--- config.mk ---
export PLATFORM = sky130hd
export DESIGN_NAME = vectored_interrupt_controller
export DESIGN_NICKNAME = d
export VERILOG_FILES = /design/src/vic_pkg.sv /design/src/vectored_interrupt_controller.sv
export VERILOG_INCLUDE_DIRS = /design/src
export SDC_FILE = /design/constraint.sdc
export NUM_CORES = 1
export LEC_CHECK = 0
export BUFFER_PORTS_ARGS = -buffer_cell sky130_fd_sc_hd__buf_2
export CAP_MARGIN = 5
export CORE_UTILIZATION = 56
export DETAILED_ROUTE_END_ITERATION = 16
export HOLD_SLACK_MARGIN = 0.1
export PLACE_DENSITY = 0.91
export REMOVE_ABC_BUFFERS = 1
export SLEW_MARGIN = 0
export SYNTH_ARGS = -nofsm -noshare
export SYNTH_HDL_FRONTEND = slang
export SYNTH_SLANG_ARGS = --single-unit
--- constraint.sdc ---
create_clock -name CLK -period 4.8 [get_ports CLK]
set_clock_uncertainty 0.15 [all_clocks]
set_input_delay 0.24 -clock CLK [delete_from_list [all_inputs] [get_ports CLK]]
set_output_delay 0.24 -clock CLK [all_outputs]
set_load 0.03 [all_outputs]
--- src/vic_defs.svh ---
// Constants for the vectored interrupt controller.
`ifndef VIC_DEFS_SVH
`define VIC_DEFS_SVH
`define VIC_NSRC        18
`define VIC_IDXW        5
`define VIC_NPIN        3
`define VIC_OFF_REQ     8'h00
`define VIC_OFF_MASK    8'h04
`define VIC_OFF_PRIO    8'h08
`define VIC_OFF_EDGE    8'h0C
`define VIC_OFF_PSW     8'h10
`define VIC_OFF_STATUS  8'h14
`define VIC_RST_REQ     18'h00000
`define VIC_RST_MASK    18'h3FFFF
`define VIC_RST_PRIO    18'h3FFFF
`define VIC_RST_EDGE    3'h0
`define VIC_RST_PSW     8'h02
`define VIC_PSW_IE      7
`define VIC_PSW_ISP     1
`define VIC_EDGE_FALL   8
`define VIC_STAT_NMI    8
`define VIC_STAT_BRK    9
`define VIC_STAT_VALID  10
`define VIC_VEC_NMI     16'h0004
`define VIC_VEC_BASE    16'h0004
`define VIC_VEC_BRK     16'h003E
`define VIC_SRC_WDT     0
`define VIC_SRC_PIN0    4
`define VIC_SRC_TM16A   7
`define VIC_SRC_TM8A    9
`define VIC_SRC_WATCHI  11
`define VIC_SRC_SERERR  14
`endif

--- src/vic_pkg.sv ---
// Types shared by the vectored interrupt controller.
package vic_pkg;
  typedef enum logic [1:0] {
    KIND_MASKABLE = 2'b00,
    KIND_NMI      = 2'b01,
    KIND_BREAK    = 2'b10
  } kind_t;
  typedef struct packed {
    logic        valid;
    kind_t       kind;
    logic [15:0] vector;
  } core_req_t;
  typedef struct packed {
    logic       valid;
    logic [7:0] word;
  } psw_xfer_t;
endpackage

--- src/vectored_interrupt_controller.sv ---
// Vectored interrupt controller with APB register access.
`timescale 1ns/1ns
`include "vic_defs.svh"

module vectored_interrupt_controller #(
  parameter int NSRC = `VIC_NSRC
) (
  // Clock, reset and enable.
  input  wire logic               CLK,
  input  wire logic               ARST_N,
  input  wire logic               CE,
  // APB slave.
  input  wire logic               PSEL,
  input  wire logic               PENABLE,
  input  wire logic               PWRITE,
  input  wire logic [7:0]         PADDR,
  input  wire logic [31:0]        PWDATA,
  output logic      [31:0]        PRDATA,
  output logic                    PREADY,
  output logic                    PSLVERR,
  // Request sources.
  input  wire logic               WDT_OVERFLOW,
  input  wire logic               WDT_NMI_MODE,
  input  wire logic [2:0]         EXT_PIN,
  input  wire logic [NSRC-1:0]    PERIPH_REQUEST,
  input  wire logic               SOFTWARE_BREAK_INSTRUCTION,
  // Core side.
  input  wire logic               INT_ACK,
  input  wire vic_pkg::psw_xfer_t PSW_RESTORE,
  output vic_pkg::core_req_t      CORE_REQ,
  output vic_pkg::psw_xfer_t      PSW_SAVE,
  output logic                    STANDBY_RELEASE
);

  logic [NSRC-1:0]          request_flag_reg;
  logic [NSRC-1:0]          request_flag_next;
  logic [NSRC-1:0]          mask_flag_reg;
  logic [NSRC-1:0]          priority_group_flag_reg;
  logic [`VIC_NPIN-1:0]     rising_edge_enable_reg;
  logic [`VIC_NPIN-1:0]     falling_edge_enable_reg;
  logic [`VIC_NPIN-1:0]     pin_prev_reg;
  logic [7:0]               status_word_reg;
  logic                     nmi_pend_reg;
  logic                     brk_pend_reg;
  logic [`VIC_IDXW-1:0]     win_idx_reg;
  logic [NSRC-1:0]          src_set;
  logic [NSRC-1:0]          eligible;
  logic [NSRC-1:0]          ack_clr;
  logic [`VIC_NPIN-1:0]     pin_edge;
  logic [`VIC_IDXW-1:0]     win_idx;
  logic                     win_any;
  logic                     global_interrupt_enable;
  logic                     in_service_priority_bit;
  logic                     acked;
  logic                     wr_en;
  logic                     rd_phase;
  logic                     mapped;
  logic [31:0]              rd_word;

  // Lowest set index of a vector, with a found flag in the top bit.
  function automatic logic [`VIC_IDXW:0] first_set(input logic [NSRC-1:0] v);
    logic [`VIC_IDXW:0] r;
    r = '0;
    for (int i = NSRC - 1; i >= 0; i--) begin
      if (v[i]) begin
        r = {1'b1, i[`VIC_IDXW-1:0]};
      end
    end
    return r;
  endfunction

  // Vector address of maskable source n, spaced by two bytes.
  function automatic logic [15:0] vector_of(input logic [`VIC_IDXW-1:0] n);
    return `VIC_VEC_BASE + {10'h000, n, 1'b0};
  endfunction

  assign global_interrupt_enable = status_word_reg[`VIC_PSW_IE];
  assign in_service_priority_bit = status_word_reg[`VIC_PSW_ISP];
  assign acked    = INT_ACK && CORE_REQ.valid;
  assign wr_en    = PSEL && PENABLE && PREADY && PWRITE;
  assign rd_phase = PSEL && PENABLE && !PREADY;

  // Selected pin edges raise pin requests.
  assign pin_edge = (EXT_PIN & ~pin_prev_reg & rising_edge_enable_reg)
                  | (~EXT_PIN & pin_prev_reg & falling_edge_enable_reg);

  // Source events into request flags.
  always_comb begin
    src_set = PERIPH_REQUEST;
    src_set[`VIC_SRC_WDT] = WDT_OVERFLOW && !WDT_NMI_MODE;
    src_set[`VIC_SRC_PIN0 +: `VIC_NPIN] = pin_edge;
    src_set[`VIC_SRC_TM16A +: 2] = PERIPH_REQUEST[`VIC_SRC_TM16A +: 2];
    src_set[`VIC_SRC_TM8A +: 2] = PERIPH_REQUEST[`VIC_SRC_TM8A +: 2];
    src_set[`VIC_SRC_WATCHI +: 2] = PERIPH_REQUEST[`VIC_SRC_WATCHI +: 2];
    src_set[`VIC_SRC_SERERR +: 2] = PERIPH_REQUEST[`VIC_SRC_SERERR +: 2];
  end

  // Eligible maskable requests and the winner among them.
  always_comb begin
    eligible = request_flag_reg & ~mask_flag_reg;
    if (!global_interrupt_enable) begin
      eligible = '0;
    end else if (!in_service_priority_bit) begin
      eligible = eligible & ~priority_group_flag_reg;
    end
    if ((eligible & ~priority_group_flag_reg) != '0) begin
      eligible = eligible & ~priority_group_flag_reg;
    end
    {win_any, win_idx} = first_set(eligible);
  end

  always_comb begin
    ack_clr = '0;
    if (acked && CORE_REQ.kind == vic_pkg::KIND_MASKABLE) begin
      ack_clr[win_idx_reg] = 1'b1;
    end
  end

  // New events win over clears from software or acknowledge.
  always_comb begin
    request_flag_next = request_flag_reg & ~ack_clr;
    if (wr_en && PADDR == `VIC_OFF_REQ) begin
      request_flag_next = PWDATA[NSRC-1:0] & ~ack_clr;
    end
    request_flag_next = request_flag_next | src_set;
  end

  always_ff @(posedge CLK or negedge ARST_N) begin
    if (!ARST_N) begin
      request_flag_reg <= `VIC_RST_REQ;
      pin_prev_reg     <= `VIC_RST_EDGE;
    end else if (CE) begin
      request_flag_reg <= request_flag_next;
      pin_prev_reg     <= EXT_PIN;
    end
  end

  // Non-maskable and break pending flags.
  always_ff @(posedge CLK or negedge ARST_N) begin
    if (!ARST_N) begin
      nmi_pend_reg <= 1'b0;
      brk_pend_reg <= 1'b0;
    end else if (CE) begin
      nmi_pend_reg <= (WDT_OVERFLOW && WDT_NMI_MODE)
                   || (nmi_pend_reg
                       && !(acked && CORE_REQ.kind == vic_pkg::KIND_NMI));
      brk_pend_reg <= SOFTWARE_BREAK_INSTRUCTION
                   || (brk_pend_reg
                       && !(acked && CORE_REQ.kind == vic_pkg::KIND_BREAK));
    end
  end

  // Mask, group and edge configuration.
  always_ff @(posedge CLK or negedge ARST_N) begin
    if (!ARST_N) begin
      mask_flag_reg           <= `VIC_RST_MASK;
      priority_group_flag_reg <= `VIC_RST_PRIO;
      rising_edge_enable_reg  <= `VIC_RST_EDGE;
      falling_edge_enable_reg <= `VIC_RST_EDGE;
    end else if (CE && wr_en) begin
      if (PADDR == `VIC_OFF_MASK) begin
        mask_flag_reg <= PWDATA[NSRC-1:0];
      end else if (PADDR == `VIC_OFF_PRIO) begin
        priority_group_flag_reg <= PWDATA[NSRC-1:0];
      end else if (PADDR == `VIC_OFF_EDGE) begin
        rising_edge_enable_reg  <= PWDATA[`VIC_NPIN-1:0];
        falling_edge_enable_reg <= PWDATA[`VIC_EDGE_FALL +: `VIC_NPIN];
      end
    end
  end

  // Status word: acknowledge, then core restore, then software write.
  always_ff @(posedge CLK or negedge ARST_N) begin
    if (!ARST_N) begin
      status_word_reg <= `VIC_RST_PSW;
      PSW_SAVE        <= '0;
    end else if (CE) begin
      PSW_SAVE.valid <= acked;
      if (acked) begin
        PSW_SAVE.word <= status_word_reg;
        status_word_reg[`VIC_PSW_IE] <= 1'b0;
        if (CORE_REQ.kind == vic_pkg::KIND_MASKABLE) begin
          status_word_reg[`VIC_PSW_ISP] <=
            priority_group_flag_reg[win_idx_reg];
        end
      end else if (PSW_RESTORE.valid) begin
        status_word_reg <= PSW_RESTORE.word;
      end else if (wr_en && PADDR == `VIC_OFF_PSW) begin
        status_word_reg <= PWDATA[7:0];
      end
    end
  end

  // Request presented to the core.
  always_ff @(posedge CLK or negedge ARST_N) begin
    if (!ARST_N) begin
      CORE_REQ        <= '0;
      win_idx_reg     <= '0;
      STANDBY_RELEASE <= 1'b0;
    end else if (CE) begin
      STANDBY_RELEASE <= nmi_pend_reg
                      || ((request_flag_reg & ~mask_flag_reg) != '0);
      CORE_REQ.valid  <= 1'b0;
      if (acked) begin
        CORE_REQ.valid <= 1'b0;
      end else if (nmi_pend_reg) begin
        CORE_REQ.valid  <= 1'b1;
        CORE_REQ.kind   <= vic_pkg::KIND_NMI;
        CORE_REQ.vector <= `VIC_VEC_NMI;
      end else if (brk_pend_reg) begin
        CORE_REQ.valid  <= 1'b1;
        CORE_REQ.kind   <= vic_pkg::KIND_BREAK;
        CORE_REQ.vector <= `VIC_VEC_BRK;
      end else if (win_any) begin
        CORE_REQ.valid  <= 1'b1;
        CORE_REQ.kind   <= vic_pkg::KIND_MASKABLE;
        CORE_REQ.vector <= vector_of(win_idx);
        win_idx_reg     <= win_idx;
      end
    end
  end

  // Read data decode.
  always_comb begin
    mapped  = 1'b1;
    rd_word = '0;
    if (PADDR == `VIC_OFF_REQ) begin
      rd_word[NSRC-1:0] = request_flag_reg;
    end else if (PADDR == `VIC_OFF_MASK) begin
      rd_word[NSRC-1:0] = mask_flag_reg;
    end else if (PADDR == `VIC_OFF_PRIO) begin
      rd_word[NSRC-1:0] = priority_group_flag_reg;
    end else if (PADDR == `VIC_OFF_EDGE) begin
      rd_word[`VIC_NPIN-1:0] = rising_edge_enable_reg;
      rd_word[`VIC_EDGE_FALL +: `VIC_NPIN] = falling_edge_enable_reg;
    end else if (PADDR == `VIC_OFF_PSW) begin
      rd_word[7:0] = status_word_reg;
    end else if (PADDR == `VIC_OFF_STATUS) begin
      rd_word[`VIC_IDXW-1:0] = win_idx_reg;
      rd_word[`VIC_STAT_NMI]   = nmi_pend_reg;
      rd_word[`VIC_STAT_BRK]   = brk_pend_reg;
      rd_word[`VIC_STAT_VALID] = CORE_REQ.valid;
    end else begin
      mapped = 1'b0;
    end
  end

  // APB answer: one wait cycle in every access phase.
  always_ff @(posedge CLK or negedge ARST_N) begin
    if (!ARST_N) begin
      PREADY  <= 1'b0;
      PRDATA  <= '0;
      PSLVERR <= 1'b0;
    end else if (CE) begin
      PREADY  <= rd_phase;
      PSLVERR <= rd_phase && !mapped;
      if (rd_phase && !PWRITE) begin
        PRDATA <= rd_word;
      end
    end
  end
endmodule

# Word level (Yosys, flattened, before mapping)
# Index checks and enable logic that the tools add are counted.
[totals]
word_cells = 151
inputBits = 80
out_inout_bits = 63
ff_bits = 127
[classes]
mux = 54
n_eq_ne = 8
reduce_logical = 44
bitwise = 21
add_sub_neg = 1
magnitude_cmp = 2
[ops]
columns = ["cell", "count"]
rows = [
  ["18-bit two-way mux", 7],
  ["6-bit two-way mux", 18],
  ["18-bit bitwise AND", 5],
  ["19-bit two-way mux", 3],
  ["18-bit inverter", 3],
  ["18-bit nonzero test", 2],
  ["1-bit logical AND", 18],
  ["18-bit OR", 1],
  ["8-bit by 4-bit == test with 1-bit output (second input constant)", 2],
  ["8-bit by 5-bit == test with 1-bit output (second input constant)", 2],
  ["8-bit two-way mux", 2],
  ["3-bit two-way mux", 5],
  ["5-bit two-way mux", 3],
  ["3-bit bitwise AND", 4],
  ["1-bit two-way mux", 12],
  ["3-bit AND reduction", 4],
  ["11-bit two-way mux", 1],
  ["8-bit by 3-bit == test with 1-bit output (second input constant)", 1],
  ["8-bit zero test", 1],
  ["2-bit AND reduction", 4],
  ["3-bit by 6-bit adder with 7-bit output (first input constant)", 1],
  ["7-bit two-way mux", 1],
  ["1-bit zero test", 6],
  ["5-bit by 6-bit less-than comparator with 1-bit output (second input constant)", 1],
  ["15 further kinds", 23],
]

# Longest topological paths before layout
[depth]
word_depth = 31
depth_mapped = 15
ltp_nobuf = 12

# Worst setup path after synthesis
# Ideal clock, no wire load.
[synth_timing]
path_kind = "register to register"
start = "reg mask_flag_reg[17]"
end = "reg CORE_REQ[4] (netlist name)"
period_less_slack_ns = 3.695
arrival_time_ns = 3.417
setup_slack_ns = 1.105
stages_incl_launch_ff = 15
n_path_buf = 2
required_time_ns = 4.522
setup_time_ns = 0.128
cell_sequence = "dfstp_2 > nor3b_1 > o31a_1 > or4_4 > buf_6 > or3_1 > buf_2 > nor2_1 > o21ai_1 > a221oi_2 > ha_1 > inv_1 > a2111oi_0 > a211oi_1 > mux2_1"
[synth_between]
elab_cells_between_ends = 32
cone_classes = "add/sub (1); mux (24); bitwise (4); reduce/logical (3)"
[synth_lines]
columns = ["element", "line", "rtl"]
rows = [
  ["start, declared", "vectored_interrupt_controller.sv:37", "logic [NSRC-1:0] mask_flag_reg;"],
  ["start signal, assigned", "vectored_interrupt_controller.sv:156", "mask_flag_reg <= `VIC_RST_MASK;"],
  ["start signal, assigned", "vectored_interrupt_controller.sv:162", "mask_flag_reg <= PWDATA[NSRC-1:0];"],
  ["18-bit inverter *", "vectored_interrupt_controller.sv:100", "eligible = request_flag_reg & ~mask_flag_reg;"],
  ["18-bit bitwise AND *", "vectored_interrupt_controller.sv:100", ""],
  ["18-bit bitwise AND", "vectored_interrupt_controller.sv:104", "eligible = eligible & ~priority_group_flag_reg;"],
  ["18-bit two-way mux *", "vectored_interrupt_controller.sv:103", "end else if (!in_service_priority_bit) begin"],
  ["18-bit two-way mux *", "vectored_interrupt_controller.sv:101", "if (!global_interrupt_enable) begin"],
  ["18-bit bitwise AND *", "vectored_interrupt_controller.sv:106", "if ((eligible & ~priority_group_flag_reg) != '0) begin"],
  ["18-bit nonzero test *", "vectored_interrupt_controller.sv:106", ""],
  ["18-bit two-way mux *", "vectored_interrupt_controller.sv:106", ""],
  ["6-bit two-way mux (16 in a row)", "vectored_interrupt_controller.sv:65", "if (v[i]) begin"],
  ["6-bit two-way mux *", "vectored_interrupt_controller.sv:65", ""],
  ["net win_idx[2]", "vectored_interrupt_controller.sv:50", "logic [`VIC_IDXW-1:0] win_idx;"],
  ["3-bit by 6-bit adder with 7-bit output (no source line) *", "--", ""],
  ["19-bit two-way mux *", "vectored_interrupt_controller.sv:214", "end else if (win_any) begin"],
  ["19-bit two-way mux *", "vectored_interrupt_controller.sv:210", "end else if (brk_pend_reg) begin"],
  ["19-bit two-way mux *", "vectored_interrupt_controller.sv:206", "end else if (nmi_pend_reg) begin"],
  ["end, declared", "vectored_interrupt_controller.sv:30", "output vic_pkg::core_req_t CORE_REQ,"],
]
# Mark *: on every way through the listed nets, which the timed path passes. The rest lies on a longest branch. The select of a mux whose other input is x is not followed.
# A chain may end at the register's enable or synchronous reset.

# Worst setup path after layout
[layout_timing]
start = "reg status_word_reg[7]"
end = "reg CORE_REQ[4] (netlist name)"
[layout_between]
elab_cells_between_ends = 28
cone_classes = "add/sub (1); mux (23); bitwise (1); reduce/logical (3)"
[layout_lines]
columns = ["element", "line", "rtl"]
rows = [
  ["start, declared", "vectored_interrupt_controller.sv:42", "logic [7:0] status_word_reg;"],
  ["start signal, assigned", "vectored_interrupt_controller.sv:175", "status_word_reg <= `VIC_RST_PSW;"],
  ["start signal, assigned by index", "vectored_interrupt_controller.sv:183", "status_word_reg[`VIC_PSW_ISP] <="],
  ["start signal, assigned", "vectored_interrupt_controller.sv:187", "status_word_reg <= PSW_RESTORE.word;"],
  ["18-bit two-way mux *", "vectored_interrupt_controller.sv:101", ""],
  ["18-bit bitwise AND", "vectored_interrupt_controller.sv:106, vectored_interrupt_controller.sv:107", ""],
  ["18-bit nonzero test", "vectored_interrupt_controller.sv:106", ""],
  ["18-bit two-way mux *", "vectored_interrupt_controller.sv:106", ""],
  ["6-bit two-way mux (16 in a row)", "vectored_interrupt_controller.sv:65", ""],
  ["6-bit two-way mux *", "vectored_interrupt_controller.sv:65", ""],
  ["net win_idx[2]", "vectored_interrupt_controller.sv:50", ""],
  ["3-bit by 6-bit adder with 7-bit output (no source line) *", "--", ""],
  ["19-bit two-way mux *", "vectored_interrupt_controller.sv:214", ""],
  ["19-bit two-way mux *", "vectored_interrupt_controller.sv:210", ""],
  ["19-bit two-way mux *", "vectored_interrupt_controller.sv:206", ""],
]
# Marked as above.

==> results.ini <==
[logic_synthesis]
yosysUniqueCellTypes=81
synthMuxAreaShare=0.134
synth_xor_area_frac=0
ys_seq_area_frac=0.427
synth_top_family_by_area=compound AO/OA/AOI/OAI gates
yosys_most_used_dff=dfrtp_1
synth-adder-area-share=0.00180
synth_edf_count=0
synth_area_um2=6960
ys_seq_elements=117
syn_area_per_cell_um2=9.49
synth-simple-area-share=0.166
synth_warnings=0
async_flop_share=1.00
synthCells=733
synth-compound-area-share=0.209

[clock_tree]
cts_buffer_depth=2
cts.sinks=117
cts_buffers=17
cts_hold_buf=53
clk_pin_slew_worst_paths_ps=50
clock_latency_ps=430
root_buffer=clkbuf_16
post_cts_resized=0
cts_tree=done
post-cts-setup-buffers=0
cts.htree.levels=4

[finish]
n_antenna_cell=0
final_common_cell=buf_2
area_growth_pct=24.5
fillers=863
final_core_util=0.718
fin_area_um2=8660
fin_cells=1051
drive_gt1_frac=0.289
layout.nets=951
mostFrequentLayoutCells=99 x buf_2, 80 x dfrtp_1, 66 x nand2_1

[grt]
grt_start_max_net_pins=80
grt_pass1_vias=6646
grt_use_total=0.367
gr-total-overflow=0
grt_pass1_wl_um=35700
antenna_found_initial=0

[critical_path]
path_class=flop to flop
critPathLaunchType=flop
reg2reg_depth=12
cp_top_family=simple AND/OR/NAND/NOR gates
crit_path_end_kind=flop
r2r_slack_ps=630
cp_data_arrival_time_ps=4330
cpMaxStageDelayCell=dfrtp_1
cp.required_ps=4960
crit_path_cell_trace=nor4bb_1 -> nor3_1 -> nand4_2 -> or3_1 -> nor2_1 -> o21ai_1 -> a221oi_2 -> ha_1 -> inv_1 -> a2111oi_0 -> a211oi_1 -> mux2_1
reg2reg_to=CORE_REQ[4]$_DFFE_PN0P_
r2r-start=status_word_reg[7]$_DFFE_PN0P_
path_buf_inv=1
path_max_fanout=19
crit_path_max_incr_delay_ps=630

[floorplan]
die_w_um=113
core_area_um2=12100
fp-row-count=40
dieArea_um2=12900
pin_count=143
start_util=0.577
die_height_um=113

[power]
power_density_nw_per_um2=386
p_total_mw=3.35
vdd_ir_drop_max_mv=0.297
leakage_nw=3.73

[worst_hold_path]
hold_class=input port to flop
min_to=request_flag_reg[0]$_DFFE_PN0P_
min_path_cells=2
hp-start=CE

[detailed_routing]
drtIter0Drc=854
drc=0
viasPerCell=6.48
drt_wl_total_um=22400
ant_nets=0
drtPass1Iterations=6
wl_per_cell_um=21.4
dr_total_vias=6811

[timing]
maxSlewHeadroom=0.141
setup_viol=0
fmaxAchievable_mhz=240
slew_viol_final=0
fin_setup_tns_ps=0
hold_viol_final=0
fin_crit_ps=4170
period_share=0.868
rsz0062_at_grt=false
worstMarginPinSlew_ps=1280

[place]
gp_congestion=0.999
dp_cells=966
portBuffers=100
hpwl_um=14400
dpl-instance-area_um2=7480

[flow_run]
max_cap_violations=0

[run_status]
status=finished, final reports clean

## layer usage
layer  vias to the layer above  global-route usage  share of wire
met3                       111              0.0829           0.11
met1                      3256               0.480           0.38
met4                         0               0.207          0.047
li1                       2945                   -              -
met5                         -                   0              0
met2                       499               0.567           0.46
## power breakdown
group | total [mW] | switching, mW | internal, mW
sequential | 1.24 | 0.157 | 1.08
clock | 1.40 | 0.453 | 0.948
combinational | 0.708 | 0.445 | 0.262
## Yosys cell counts, types with 15 or more instances
| cell | number | share of area |
|---|---|---|
| dfrtp_1 | 80 | 0.29 |
| nand2_1 | 66 | 0.036 |
| nor2_1 | 62 | 0.033 |
| a21oi_1 | 61 | 0.044 |
| o21ai_0 | 53 | 0.038 |
| mux2_2 | 52 | 0.084 |
| dfstp_2 | 37 | 0.14 |
| clkbuf_1 | 36 | 0.019 |
| buf_4 | 25 | 0.027 |
| mux2i_1 | 21 | 0.030 |
| a22oi_1 | 19 | 0.021 |
| nand2b_1 | 19 | 0.017 |
| inv_1 | 15 | 0.0081 |
## how the worst max path moves through the flow
stage / cells past startpoint / slack, ps / to / startpoint
4_1_cts: 12 / 740 / CORE_REQ[4]$_DFFE_PN0P_ / status_word_reg[7]$_DFFE_PN0P_
3_5_place_dp: 12 / 750 / CORE_REQ[4]$_DFFE_PN0P_ / status_word_reg[7]$_DFFE_PN0P_
6_report: 12 / 630 / CORE_REQ[4]$_DFFE_PN0P_ / status_word_reg[7]$_DFFE_PN0P_
2_1_floorplan: 11 / 1030 / CORE_REQ[4]$_DFFE_PN0P_ / status_word_reg[7]$_DFFE_PN0P_
3_3_place_gp: 12 / 810 / CORE_REQ[4]$_DFFE_PN0P_ / status_word_reg[7]$_DFFE_PN0P_
5_1_grt: 13 / 420 / CORE_REQ[4]$_DFFE_PN0P_ / status_word_reg[7]$_DFFE_PN0P_
## cell families after synthesis
| kind of cell | count (synthesis) |
|---|---|
| multiplexers | 80 |
| adder cells (fa/ha/maj) | 1 |
| flip-flops | 117 |
| buffers and inverters | 86 |
| AND/OR/NAND/NOR | 225 |
| other | 1 |
| AO/OA/AOI/OAI | 223 |
## metrics by stage
step	hold slack, ps	setup WS (ps)
6_report	146	632
4_1_cts	124	745
5_1_grt	159	424
2_1_floorplan	-206	1030
3_5_place_dp	304	754
3_3_place_gp	293	812
## final cells by class
| type | instances | area, µm² | share of cell area |
|---|---|---|---|
| Multi-Input combinational cell | 553 | 3650 | 0.421 |
| Tap cell | 168 | 210 | 0.0243 |
| Clock buffer | 24 | 512 | 0.0591 |
| Sequential cell | 117 | 2970 | 0.343 |
| Timing Repair Buffer | 164 | 1120 | 0.129 |
| Clock inverter | 8 | 143 | 0.0165 |
| Inverter | 17 | 63.8 | 0.00736 |
Power figures use the tool's default switching activity.
